$ cat src/rtl/ipc_defs.svh
// Offsets, field positions, reset values and timing counts of the priority controller
`ifndef IPC_DEFS_SVH
`define IPC_DEFS_SVH

// Sizes
`define IPC_NUM_SRC       8
`define IPC_NUM_TRAP      8
`define IPC_STACK_DEPTH   8
`define IPC_TMASK_W       14

// Priority codes
`define IPC_PRIO_RST      3'h4
`define IPC_PRIO_OFF      3'h0
`define IPC_IPL_ALL       3'h7
`define IPC_TMASK_TOP_LVL 3'h6
`define IPC_TRAP_BASE_LVL 4'h8

// Vector numbering
`define IPC_VEC_BIAS      8'h08
`define IPC_USER_VEC_BASE 8'h50

// Register byte offsets
`define IPC_OFF_CAN2EV    8'h00
`define IPC_OFF_DMA5      8'h04
`define IPC_OFF_SERERR    8'h08
`define IPC_OFF_CANTX     8'h0c
`define IPC_OFF_STATUS    8'h10
`define IPC_OFF_CTRL1     8'h14
`define IPC_OFF_STATLO    8'h18
`define IPC_OFF_TMASK     8'h1c

// Field positions (low bit of each field; priority and level fields are 3 bits, nesting 1, new level 4, vector index 7)
`define IPC_POS_CAN2EV    0
`define IPC_POS_DMA5      4
`define IPC_POS_SER2      8
`define IPC_POS_SER1      4
`define IPC_POS_C2TX      12
`define IPC_POS_C1TX      8
`define IPC_POS_DMA7      4
`define IPC_POS_DMA6      0
`define IPC_POS_NEST      15
`define IPC_POS_IPL       1
`define IPC_POS_NEWLVL    8
`define IPC_POS_VECIDX    0

// Timed disable: clocks per instruction cycle
`define IPC_TMASK_TICK_CYC 2

`endif

$ cat src/rtl/ipc_pkg.sv
// Types shared by the priority controller modules
package ipc_pkg;
  typedef logic [2:0] ipc_prio_t;
  typedef logic [3:0] ipc_level_t;
  typedef logic [7:0] ipc_vec_t;
endpackage

$ cat src/rtl/ipc_arbiter.sv
// Highest-priority selection among enabled pending user sources
`include "ipc_defs.svh"
module ipc_arbiter
  import ipc_pkg::*;
#(
  parameter int N = `IPC_NUM_SRC
) (
  input  wire logic [N*3-1:0] prio_i,
  input  wire logic [N-1:0]   flag_i,
  input  wire logic [N-1:0]   en_i,
  input  wire ipc_level_t     cpu_level_i,
  input  wire logic           tmask_i,
  input  wire logic           nest_block_i,
  output logic                hit_o,
  output logic [2:0]          idx_o,
  output ipc_prio_t           level_o
);
  logic [N-1:0] elig;

  // Per-source gating by code, level, timed disable and nesting
  genvar g;
  generate
    for (g = 0; g < N; g++) begin : g_elig
      wire ipc_prio_t p = prio_i[g*3 +: 3];
      assign elig[g] = flag_i[g] && en_i[g]
                     && (p != `IPC_PRIO_OFF)
                     && ({1'b0, p} > cpu_level_i)
                     && !(tmask_i && (p <= `IPC_TMASK_TOP_LVL))
                     && !nest_block_i;
    end
  endgenerate

  // Strictly greater replaces, so ties keep the lower vector
  always_comb begin
    hit_o   = 1'b0;
    idx_o   = 3'h0;
    level_o = `IPC_PRIO_OFF;
    for (int i = 0; i < N; i++) begin
      if (elig[i] && (!hit_o || prio_i[i*3 +: 3] > level_o)) begin
        hit_o   = 1'b1;
        idx_o   = 3'(i);
        level_o = prio_i[i*3 +: 3];
      end
    end
  end
endmodule

$ cat src/rtl/ipc_timed_interrupt_disable_timer.sv
// Timed interrupt-disable counter paced by an instruction-cycle enable
`include "ipc_defs.svh"
module ipc_tmask_timer #(
  parameter int W    = `IPC_TMASK_W,
  parameter int TICK = `IPC_TMASK_TICK_CYC
) (
  input  wire logic         clk_i,
  input  wire logic         rst_i,
  input  wire logic         load_i,
  input  wire logic [W-1:0] value_i,
  output logic              active_o,
  output logic [W-1:0]      count_o
);
  logic [7:0] div_reg;
  logic       tick;

  // Instruction-cycle enable pulse
  assign tick = (div_reg == 8'(TICK - 1));
  always_ff @(posedge clk_i or posedge rst_i) begin
    if (rst_i) begin
      div_reg <= 8'h00;
    end else if (tick || load_i) begin
      div_reg <= 8'h00;
    end else begin
      div_reg <= div_reg + 8'h01;
    end
  end

  // Load restarts the window; a tick counts it down
  always_ff @(posedge clk_i or posedge rst_i) begin
    if (rst_i) begin
      count_o  <= '0;
      active_o <= 1'b0;
    end else if (load_i) begin
      count_o  <= value_i;
      active_o <= (value_i != '0);
    end else if (tick && count_o != '0) begin
      count_o  <= count_o - 1'b1;
      active_o <= (count_o != {{(W-1){1'b0}}, 1'b1});
    end
  end
endmodule

$ cat src/rtl/ipc_top.sv
// Interrupt priority control: priority fields, masking, nesting and vector status
//
// Contract
// - Each source has a 3-bit priority, 111 is level 7, 001 level 1.
// - Priority code 000 disables the source; it never interrupts.
// - Reset loads level 4 into every user priority field.
// - Unimplemented bits ignore writes and read as zero.
// - Read-only bits 11:8 report the new processor level, reset zero.
// - Read-only bits 6:0 report pending vector minus eight.
// - Nesting disable bit 15 stops user preemption of a running handler.
// - A flag still set at handler return requests again at once.
// - Return restores saved status byte and previous processor level.
// - Processor level 7 masks every user source of level 7 or below.
// - Traps, levels 8 to 15, are never masked.
// - Timed disable masks levels 1 to 6; level 7 still interrupts.
`include "ipc_defs.svh"
module ipc_top
  import ipc_pkg::*;
#(
  parameter int NSRC  = `IPC_NUM_SRC,
  parameter int DEPTH = `IPC_STACK_DEPTH
) (
  input  wire logic        MCLK_I,
  input  wire logic        RST_I,
  input  wire logic        PSEL_I,
  input  wire logic        PENABLE_I,
  input  wire logic        PWRITE_I,
  input  wire logic [7:0]  PADDR_I,
  input  wire logic [31:0] PWDATA_I,
  output logic      [31:0] PRDATA_O,
  output logic             PREADY_O,
  output logic             PSLVERR_O,
  input  wire logic [7:0]  SRC_FLAG_I,
  input  wire logic [7:0]  SRC_EN_I,
  input  wire logic [7:0]  TRAP_EVENT_I,
  input  wire logic        CPU_ACK_I,
  input  wire logic        CPU_RETURN_I,
  output logic             IRQ_REQ_O,
  output ipc_level_t       IRQ_LEVEL_O,
  output ipc_vec_t         IRQ_VECTOR_O,
  output ipc_level_t       CPU_LEVEL_O,
  output logic             TMASK_ACTIVE_O
);
  localparam int DW = $clog2(DEPTH + 1);

  // Source order: can2 event, dma5, serial2 err, serial1 err, can2 tx, can1 tx, dma7, dma6
  localparam logic [7:0] SRC_OFF [8] = '{`IPC_OFF_CAN2EV, `IPC_OFF_DMA5, `IPC_OFF_SERERR,
    `IPC_OFF_SERERR, `IPC_OFF_CANTX, `IPC_OFF_CANTX, `IPC_OFF_CANTX, `IPC_OFF_CANTX};
  localparam int SRC_POS [8] = '{`IPC_POS_CAN2EV, `IPC_POS_DMA5, `IPC_POS_SER2,
    `IPC_POS_SER1, `IPC_POS_C2TX, `IPC_POS_C1TX, `IPC_POS_DMA7, `IPC_POS_DMA6};

  ipc_prio_t      prio_reg [NSRC];
  logic [NSRC*3-1:0] prio_flat;
  logic           nesting_disable_reg;
  logic [7:0]     trap_flag_reg;
  logic [7:0]     status_low_byte_reg;
  ipc_level_t     cpu_level_reg;
  logic [3:0]     new_level_reg;
  logic [6:0]     vec_index_reg;
  logic [7:0]     stk_stat [DEPTH];
  ipc_level_t     stk_lvl [DEPTH];
  logic [DW-1:0]  depth_reg;
  logic           wr_en;
  logic           rd_en;
  logic [31:0]    rd_mux;
  logic           rd_hit;
  logic           usr_hit;
  logic [2:0]     usr_idx;
  ipc_prio_t      usr_level;
  logic           trap_hit;
  logic [2:0]     trap_idx;
  logic           sel_hit;
  ipc_level_t     sel_level;
  ipc_vec_t       sel_vec;
  logic           tmask_load;
  logic           tmask_active;
  logic [`IPC_TMASK_W-1:0] tmask_count;
  logic           nest_block;
  logic           do_push;
  logic           do_pop;

  // APB: one wait cycle so that the answer comes from flops
  // Writes land at the edge where the master samples pready high
  assign wr_en = PSEL_I && PENABLE_I && PREADY_O && PWRITE_I;
  assign rd_en = PSEL_I && PENABLE_I && !PREADY_O;
  always_ff @(posedge MCLK_I or posedge RST_I) begin
    if (RST_I) begin
      PREADY_O  <= 1'b0;
      PRDATA_O  <= 32'h0000_0000;
      PSLVERR_O <= 1'b0;
    end else if (rd_en) begin
      PREADY_O  <= 1'b1;
      PRDATA_O  <= PWRITE_I ? 32'h0000_0000 : rd_mux;
      PSLVERR_O <= !rd_hit;
    end else begin
      PREADY_O  <= 1'b0;
      PRDATA_O  <= 32'h0000_0000;
      PSLVERR_O <= 1'b0;
    end
  end

  // Read mux; every bit not named below stays zero
  always_comb begin
    rd_mux = 32'h0000_0000;
    rd_hit = 1'b1;
    for (int i = 0; i < NSRC; i++) begin
      if (PADDR_I == SRC_OFF[i]) begin
        rd_mux[SRC_POS[i] +: 3] = prio_reg[i];
      end
    end
    case (PADDR_I)
      `IPC_OFF_CAN2EV, `IPC_OFF_DMA5, `IPC_OFF_SERERR, `IPC_OFF_CANTX: ;
      `IPC_OFF_STATUS: begin
        rd_mux[`IPC_POS_NEWLVL +: 4] = new_level_reg;
        rd_mux[`IPC_POS_VECIDX +: 7] = vec_index_reg;
      end
      `IPC_OFF_CTRL1: begin
        rd_mux[`IPC_POS_NEST] = nesting_disable_reg;
        rd_mux[7:0]           = trap_flag_reg;
      end
      `IPC_OFF_STATLO: rd_mux[7:0] = status_low_byte_reg;
      `IPC_OFF_TMASK:  rd_mux[`IPC_TMASK_W-1:0] = tmask_count;
      default:       rd_hit = 1'b0;
    endcase
  end

  // Priority fields; only the 3-bit fields take write data
  genvar g;
  generate
    for (g = 0; g < NSRC; g++) begin : g_prio
      always_ff @(posedge MCLK_I or posedge RST_I) begin
        if (RST_I) begin
          prio_reg[g] <= `IPC_PRIO_RST;
        end else if (wr_en && PADDR_I == SRC_OFF[g]) begin
          prio_reg[g] <= PWDATA_I[SRC_POS[g] +: 3];
        end
      end
      assign prio_flat[g*3 +: 3] = prio_reg[g];
    end
  endgenerate

  // Nesting disable control bit
  always_ff @(posedge MCLK_I or posedge RST_I) begin
    if (RST_I) begin
      nesting_disable_reg <= 1'b0;
    end else if (wr_en && PADDR_I == `IPC_OFF_CTRL1) begin
      nesting_disable_reg <= PWDATA_I[`IPC_POS_NEST];
    end
  end

  // Trap flags: write one to clear, a new trap event wins over the clear
  // A trap raised in the very cycle of the clear survives, so none is lost
  always_ff @(posedge MCLK_I or posedge RST_I) begin
    if (RST_I) begin
      trap_flag_reg <= 8'h00;
    end else if (wr_en && PADDR_I == `IPC_OFF_CTRL1) begin
      trap_flag_reg <= (trap_flag_reg & ~PWDATA_I[7:0]) | TRAP_EVENT_I;
    end else begin
      trap_flag_reg <= trap_flag_reg | TRAP_EVENT_I;
    end
  end

  // Highest pending trap above the running level; never masked
  always_comb begin
    trap_hit = 1'b0;
    trap_idx = 3'h0;
    for (int i = 0; i < 8; i++) begin
      if (trap_flag_reg[i] && (`IPC_TRAP_BASE_LVL + 4'(i)) > cpu_level_reg) begin
        trap_hit = 1'b1;
        trap_idx = 3'(i);
      end
    end
  end

  // Nesting is blocked only for user sources, traps still preempt
  assign nest_block = nesting_disable_reg && (depth_reg != '0);

  // Nesting and the timed mask gate users ahead of the level compare
  ipc_arbiter #(
    .N (NSRC)
  ) u_arb (
    .prio_i       (prio_flat),
    .flag_i       (SRC_FLAG_I),
    .en_i         (SRC_EN_I),
    .cpu_level_i  (cpu_level_reg),
    .tmask_i      (tmask_active),
    .nest_block_i (nest_block),
    .hit_o        (usr_hit),
    .idx_o        (usr_idx),
    .level_o      (usr_level)
  );

  // Trap outranks any user source
  assign sel_hit   = trap_hit || usr_hit;
  assign sel_level = trap_hit ? (`IPC_TRAP_BASE_LVL + {1'b0, trap_idx}) : {1'b0, usr_level};
  assign sel_vec   = trap_hit ? {5'h00, trap_idx} : (`IPC_USER_VEC_BASE + {5'h00, usr_idx});

  // Request to the core; flags are left for software, so a held flag refires
  always_ff @(posedge MCLK_I or posedge RST_I) begin
    if (RST_I) begin
      IRQ_REQ_O    <= 1'b0;
      IRQ_LEVEL_O  <= 4'h0;
      IRQ_VECTOR_O <= 8'h00;
    end else begin
      IRQ_REQ_O    <= sel_hit && !do_push;
      IRQ_LEVEL_O  <= sel_hit ? sel_level : 4'h0;
      IRQ_VECTOR_O <= sel_hit ? sel_vec : 8'h00;
    end
  end

  // Status fields: new level and biased vector of the pending request
  // Trap vectors sit below the bias, so their index wraps; read traps from the control word
  always_ff @(posedge MCLK_I or posedge RST_I) begin
    if (RST_I) begin
      new_level_reg <= 4'h0;
      vec_index_reg <= 7'h00;
    end else begin
      new_level_reg <= sel_hit ? sel_level : 4'h0;
      vec_index_reg <= sel_hit ? 7'(sel_vec - `IPC_VEC_BIAS) : 7'h00;
    end
  end

  // Entry stacks the status byte and level; return unstacks both
  assign do_pop  = CPU_RETURN_I && (depth_reg != '0);
  assign do_push = CPU_ACK_I && IRQ_REQ_O && !do_pop && (depth_reg != DW'(DEPTH));
  // Storage has no reset; depth gates every read, so stale entries never surface
  always_ff @(posedge MCLK_I) begin
    if (do_push) begin
      stk_stat[depth_reg[$clog2(DEPTH)-1:0]] <= status_low_byte_reg;
      stk_lvl[depth_reg[$clog2(DEPTH)-1:0]] <= cpu_level_reg;
    end
  end

  always_ff @(posedge MCLK_I or posedge RST_I) begin
    if (RST_I) begin
      depth_reg <= '0;
    end else if (do_pop) begin
      depth_reg <= depth_reg - 1'b1;
    end else if (do_push) begin
      depth_reg <= depth_reg + 1'b1;
    end
  end

  // Running level and status byte; writing the byte sets the user level
  always_ff @(posedge MCLK_I or posedge RST_I) begin
    if (RST_I) begin
      status_low_byte_reg <= 8'h00;
      cpu_level_reg       <= 4'h0;
    end else if (do_pop) begin
      status_low_byte_reg <= stk_stat[3'(depth_reg - 1'b1)];
      cpu_level_reg       <= stk_lvl[3'(depth_reg - 1'b1)];
    end else if (do_push) begin
      cpu_level_reg <= IRQ_LEVEL_O;
      status_low_byte_reg[`IPC_POS_IPL +: 3] <= IRQ_LEVEL_O[3] ? `IPC_IPL_ALL : IRQ_LEVEL_O[2:0];
    end else if (wr_en && PADDR_I == `IPC_OFF_STATLO) begin
      status_low_byte_reg <= PWDATA_I[7:0];
      // Inside a trap only a return may lower the level
      if (!cpu_level_reg[3]) begin
        cpu_level_reg <= {1'b0, PWDATA_I[`IPC_POS_IPL +: 3]};
      end
    end
  end

  // Timed mask window; the written word is the count itself
  assign tmask_load = wr_en && PADDR_I == `IPC_OFF_TMASK;
  ipc_tmask_timer #(
    .W    (`IPC_TMASK_W),
    .TICK (`IPC_TMASK_TICK_CYC)
  ) u_tmask (
    .clk_i    (MCLK_I),
    .rst_i    (RST_I),
    .load_i   (tmask_load),
    .value_i  (PWDATA_I[`IPC_TMASK_W-1:0]),
    .active_o (tmask_active),
    .count_o  (tmask_count)
  );

  // Mirrors for the core
  always_ff @(posedge MCLK_I or posedge RST_I) begin
    if (RST_I) begin
      CPU_LEVEL_O    <= 4'h0;
      TMASK_ACTIVE_O <= 1'b0;
    end else begin
      CPU_LEVEL_O    <= cpu_level_reg;
      TMASK_ACTIVE_O <= tmask_active;
    end
  end
endmodule

$ cat config.mk
export PLATFORM = sky130hd
export DESIGN_NAME = ipc_top
export DESIGN_NICKNAME = d
export VERILOG_FILES = /design/src/rtl/ipc_pkg.sv /design/src/rtl/ipc_arbiter.sv /design/src/rtl/ipc_timed_interrupt_disable_timer.sv /design/src/rtl/ipc_top.sv
export VERILOG_INCLUDE_DIRS = /design/src /design/src/rtl
export SDC_FILE = /design/constraint.sdc
export NUM_CORES = 1
export LEC_CHECK = 0
export BUFFER_PORTS_ARGS = -buffer_cell sky130_fd_sc_hd__buf_2
export CAP_MARGIN = 0
export CORE_MARGIN = 2
export CORE_UTILIZATION = 30
export DETAILED_ROUTE_END_ITERATION = 10
export PLACE_DENSITY = 0.56
export SLEW_MARGIN = 5
export SYNTH_ARGS = -nofsm -noshare
export SYNTH_HDL_FRONTEND = slang
export SYNTH_SLANG_ARGS = --single-unit
$ cat constraint.sdc
create_clock -name MCLK_I -period 10.8 [get_ports MCLK_I]
set_input_delay 0 -clock MCLK_I [delete_from_list [all_inputs] [get_ports MCLK_I]]
set_output_delay 0 -clock MCLK_I [all_outputs]
set_load 0.005 [all_outputs]
==> insert_results.sql <==
INSERT INTO impl_metrics (metric_group, metric, value, unit) VALUES
('run_status', 'outcome', 'complete, no violations', ''),
('floorplan', 'die_width', '193', 'um'),
('final_layout', 'antenna_cells_inserted', '0', ''),
('route', 'detailed_route_vias_per_instance', '5.19', ''),
('route', 'drcViolationCount', '0', ''),
('timing', 'worst_slew_pin_slew', '1.05', 'ns'),
('grt', 'grt_overflow', '0', ''),
('timing', 'report.final.hold_viol_count', '0', ''),
('final_layout', 'final_nets', '1202', ''),
('pwr', 'ir_worst_vdd', '109', 'uV'),
('synthesis', 'synthSimpleGateAreaFrac', '12.1', '%'),
('floorplan', 'number_of_ports_placed_on_the_die_boundary', '123', ''),
('grt', 'grt_pass1_wl', '47.2', 'mm'),
('placement', 'place_congestion', '0.911', ''),
('grt', 'vias_in_the_first_global_route', '7778', ''),
('timing', 'final.setup.worst_slack', '0.524', 'ns'),
('synthesis', 'synth.avg_cell_area', '11.6', 'um^2'),
('hold_path', 'worstHoldPathType', 'in -> reg', ''),
('route', 'wl_per_cell', '20.4', 'um'),
('cts', 'ctsLongestPathBuffers', '3', ''),
('synthesis', 'cell_type_with_the_highest_aggregate_area_in_the_netlist', 'sky130_fd_sc_hd__edfxtp_1', ''),
('cts', 'cts-buffers-inserted', '22', ''),
('synthesis', 'ys_dominant_reg_cell', 'sky130_fd_sc_hd__dfrtp_1', ''),
('final_layout', 'largest_reg_flops', '64', ''),
('cts', 'cts.clk_slew.worst_paths', '0.06', 'ns'),
('hold_path', 'min_delay_path_depth', '4', ''),
('floorplan', 'floorplan.initialDensity', '30.3', '%'),
('placement', 'port_buffers', '87', ''),
('final_layout', 'final.fill_count', '3483', ''),
('timing', 'finalWorstPathRequiredPeriod', '10.28', 'ns'),
('cts', 'root_buffer', 'sky130_fd_sc_hd__clkbuf_16', ''),
('synthesis', 'ffs_w_async_s_r_synth', '52.2', '%'),
('timing', 'finClkSkew', '0.00866', 'ns'),
('timing', 'finalCritPeriodShare', '95.1', '%'),
('timing', 'fmax', '97.3', 'MHz'),
('setup_path', 'critical-path-top-cell-by-count', 'sky130_fd_sc_hd__ha_1', ''),
('synthesis', 'yosys.area_share.xor_xnor', '0.734', '%'),
('synthesis', 'synth.yosys.seq_area_share', '51.4', '%'),
('synthesis', 'post_synth_instance_area', '10700', 'um^2'),
('synthesis', 'largest_family_of_logic_cells_by_synthesized_area', 'compound AO/OA/AOI/OAI gates', ''),
('synthesis', 'biggest_area_contributors_in_the_synthesized_netlist', 'sky130_fd_sc_hd__edfxtp_1 (27%), sky130_fd_sc_hd__dfrtp_1 (23%), sky130_fd_sc_hd__mux4_2 (6.5%)', ''),
('pwr', 'power.density_cell_area', '195', 'nW/um^2'),
('job', 'drv_cap', '0', ''),
('timing', 'maxSlewHeadroom', '29.6', '%'),
('setup_path', 'crit_path_max_cell_delay', '0.56', 'ns'),
('timing', 'hold-worst-slack', '0.0126', 'ns'),
('synthesis', 'synth_top_area_share', '26.8', '%'),
('route', 'antenna_violating_nets_post_route', '0', ''),
('grt', 'total_routing_usage_reported_by_global_routing', '16.4', '%'),
('setup_path', 'worst-endpoint-arrival', '10.65', 'ns'),
('floorplan', 'die_area', '37300', 'um^2'),
('synthesis', 'muxShareOfSynthArea', '9.62', '%'),
('timing', 'final.setup.tns', '0', 'ns'),
('route', 'detailroute.via_count', '8081', ''),
('route', 'dr.first_iter.drc_count', '534', ''),
('floorplan', 'dieHeight', '193', 'um'),
('cts', 'htree_num_levels', '1', ''),
('timing', 'finalSetupViolations', '0', ''),
('setup_path', 'reg2regPathDepth', '52', ''),
('final_layout', 'drive_gt1_share', '27.6', '%'),
('setup_path', 'worst-path-max-fanout', '6', ''),
('floorplan', 'core_region_area', '35400', 'um^2'),
('synthesis', 'synth_edf_count', '96', ''),
('synthesis', 'netlist-cell-type-count', '90', ''),
('pwr', 'static_leakage', '5.21', 'nW'),
('route', 'drtPass1Iterations', '5', ''),
('synthesis', 'yosys_register_bits', '201', ''),
('setup_path', 'timing.critical_path.required', '11.17', 'ns'),
('synthesis', 'ys_warn_count', '0', ''),
('cts', 'worst_skew_pair.late_latency', '0.51', 'ns'),
('floorplan', 'rows', '69', '');
==> Yosys cell counts, types with 9 or more instances <==
master	count
sky130_fd_sc_hd__nand2_1	73
sky130_fd_sc_hd__clkbuf_1	25
sky130_fd_sc_hd__a21oi_1	45
sky130_fd_sc_hd__nor4_1	10
sky130_fd_sc_hd__nand3_1	14
sky130_fd_sc_hd__inv_1	27
sky130_fd_sc_hd__edfxtp_1	96
sky130_fd_sc_hd__a31oi_1	16
sky130_fd_sc_hd__mux4_2	31
sky130_fd_sc_hd__a21o_1	15
sky130_fd_sc_hd__mux2_2	28
sky130_fd_sc_hd__nor3_1	21
sky130_fd_sc_hd__ha_1	51
sky130_fd_sc_hd__and2_1	9
sky130_fd_sc_hd__and3_1	9
sky130_fd_sc_hd__a22oi_1	22
sky130_fd_sc_hd__nor2b_1	14
sky130_fd_sc_hd__dfrtp_1	97
sky130_fd_sc_hd__buf_4	24
sky130_fd_sc_hd__nor2_1	81
sky130_fd_sc_hd__o21ai_0	51
==> cell type report <==
cell class | instances | area (um^2) | area share, %
Multi-Input combinational cell | 654 | 5040 | 38.3
Inverter | 29 | 111 | 0.846
Clock inverter | 12 | 150 | 1.14
Sequential cell | 201 | 5520 | 41.9
Clock buffer | 28 | 603 | 4.58
Tap cell | 461 | 577 | 4.38
Timing Repair Buffer | 172 | 1170 | 8.86
==> cells by family (layout without fill, tap and decap cells) <==
| logic type | count (synthesis) | count (layout) |
|---|---|---|
| and+or+nand+nor | 271 | 271 |
| AOI/OAI and AO/OA | 243 | 243 |
| buffers and inverters | 88 | 241 |
| muxes | 61 | 61 |
| adders and majority gates | 51 | 51 |
| DFF | 201 | 201 |
| other | 1 | 19 |
| xor gates and xnor gates | 9 | 9 |
==> final timing paths <==
kind / start / end / slack (ns)
max: prio_flat[2] / new_level_reg[0] / 0.52
min: PADDR_I[0] / PSLVERR_O / 0.01
max reg2reg: prio_flat[2] / new_level_reg[0] / 0.52
min reg2reg: u_tmask.active_o / TMASK_ACTIVE_O / 0.45
max in group asynchronous: RST_I / prio_flat[3] / 9.40
min in group asynchronous: RST_I / status_low_byte_reg[5] / 0.06
==> what timing repair did <==
| item | in CTS | in global routing |
|---|---|---|
| endpoints found under the setup margin | 6 | 6 |
| hold buffers | 36 | 0 |
| cloned | 0 | 0 |
| gates resized for setup | 2 | 37 |
| endpoints found under the hold margin | 84 | 0 |
| buffers inserted | 0 | 15 |
| pin swaps | 0 | 21 |
==> cells in the final DEF (no fill, tap or decap), types with 5 or more instances in the layout <==
cell type,instances
sky130_fd_sc_hd__nand3_1,14
sky130_fd_sc_hd__nor2_1,80
sky130_fd_sc_hd__nor4_1,7
sky130_fd_sc_hd__a21o_1,15
sky130_fd_sc_hd__ha_1,50
sky130_fd_sc_hd__inv_1,25
sky130_fd_sc_hd__buf_4,48
sky130_fd_sc_hd__o21ai_2,6
sky130_fd_sc_hd__clkbuf_16,22
sky130_fd_sc_hd__nand2b_1,6
sky130_fd_sc_hd__a31oi_1,14
sky130_fd_sc_hd__dfstp_2,8
sky130_fd_sc_hd__conb_1,19
sky130_fd_sc_hd__a21oi_1,45
sky130_fd_sc_hd__o21a_1,8
sky130_fd_sc_hd__xor2_1,5
sky130_fd_sc_hd__buf_2,87
sky130_fd_sc_hd__nor3_2,6
sky130_fd_sc_hd__a22oi_1,22
sky130_fd_sc_hd__a22o_1,8
sky130_fd_sc_hd__and2_1,7
sky130_fd_sc_hd__nor3_1,15
sky130_fd_sc_hd__mux4_2,31
sky130_fd_sc_hd__and3_1,9
sky130_fd_sc_hd__a21boi_0,6
sky130_fd_sc_hd__o22ai_1,6
sky130_fd_sc_hd__nand2_1,71
sky130_fd_sc_hd__dfrtp_1,96
sky130_fd_sc_hd__a211oi_2,5
sky130_fd_sc_hd__dlygate4sd3_1,36
sky130_fd_sc_hd__nor2b_1,14
sky130_fd_sc_hd__edfxtp_1,96
sky130_fd_sc_hd__mux2_2,28
sky130_fd_sc_hd__o21ai_0,47
==> report_power, final <==
part	switching [mW]	leakage (nW)	internal, mW	total, mW
registers	0.0983	2.16	0.947	1.05
logic	0.422	2.69	0.315	0.737
clock network	0.316	0.369	0.469	0.785
total	0.836	5.21	1.73	2.57
==> stage by stage <==
step / instance area (um^2) / instances
2_1_floorplan: 10800 / 943
3_3_place_gp: 11800 / 1466
3_5_place_dp: 11800 / 1466
4_1_cts: 12900 / 1542
5_1_grt: 13200 / 1557
6_report: 13200 / 1557
==> per-layer routing <==
layer | global-route usage [%] | part of all wire [%] | routed length, um
met1 | 22.9 | 46 | 14500
met2 | 27.0 | 47 | 15000
met3 | 2.67 | 5.7 | 1810
met4 | 3.14 | 1.6 | 502
met5 | 0 | 0 | 0
==> worst max-delay path: cells and delay by family (launching register included) <==
| family | cells | cell delay (ns) |
|---|---|---|
| AOI/OAI and AO/OA | 31 | 5.47 |
| adders and majority gates | 8 | 2.24 |
| DFF | 1 | 0.56 |
| and+or+nand+nor | 13 | 1.86 |
No activity file was read; power rests on OpenSTA's default activity.
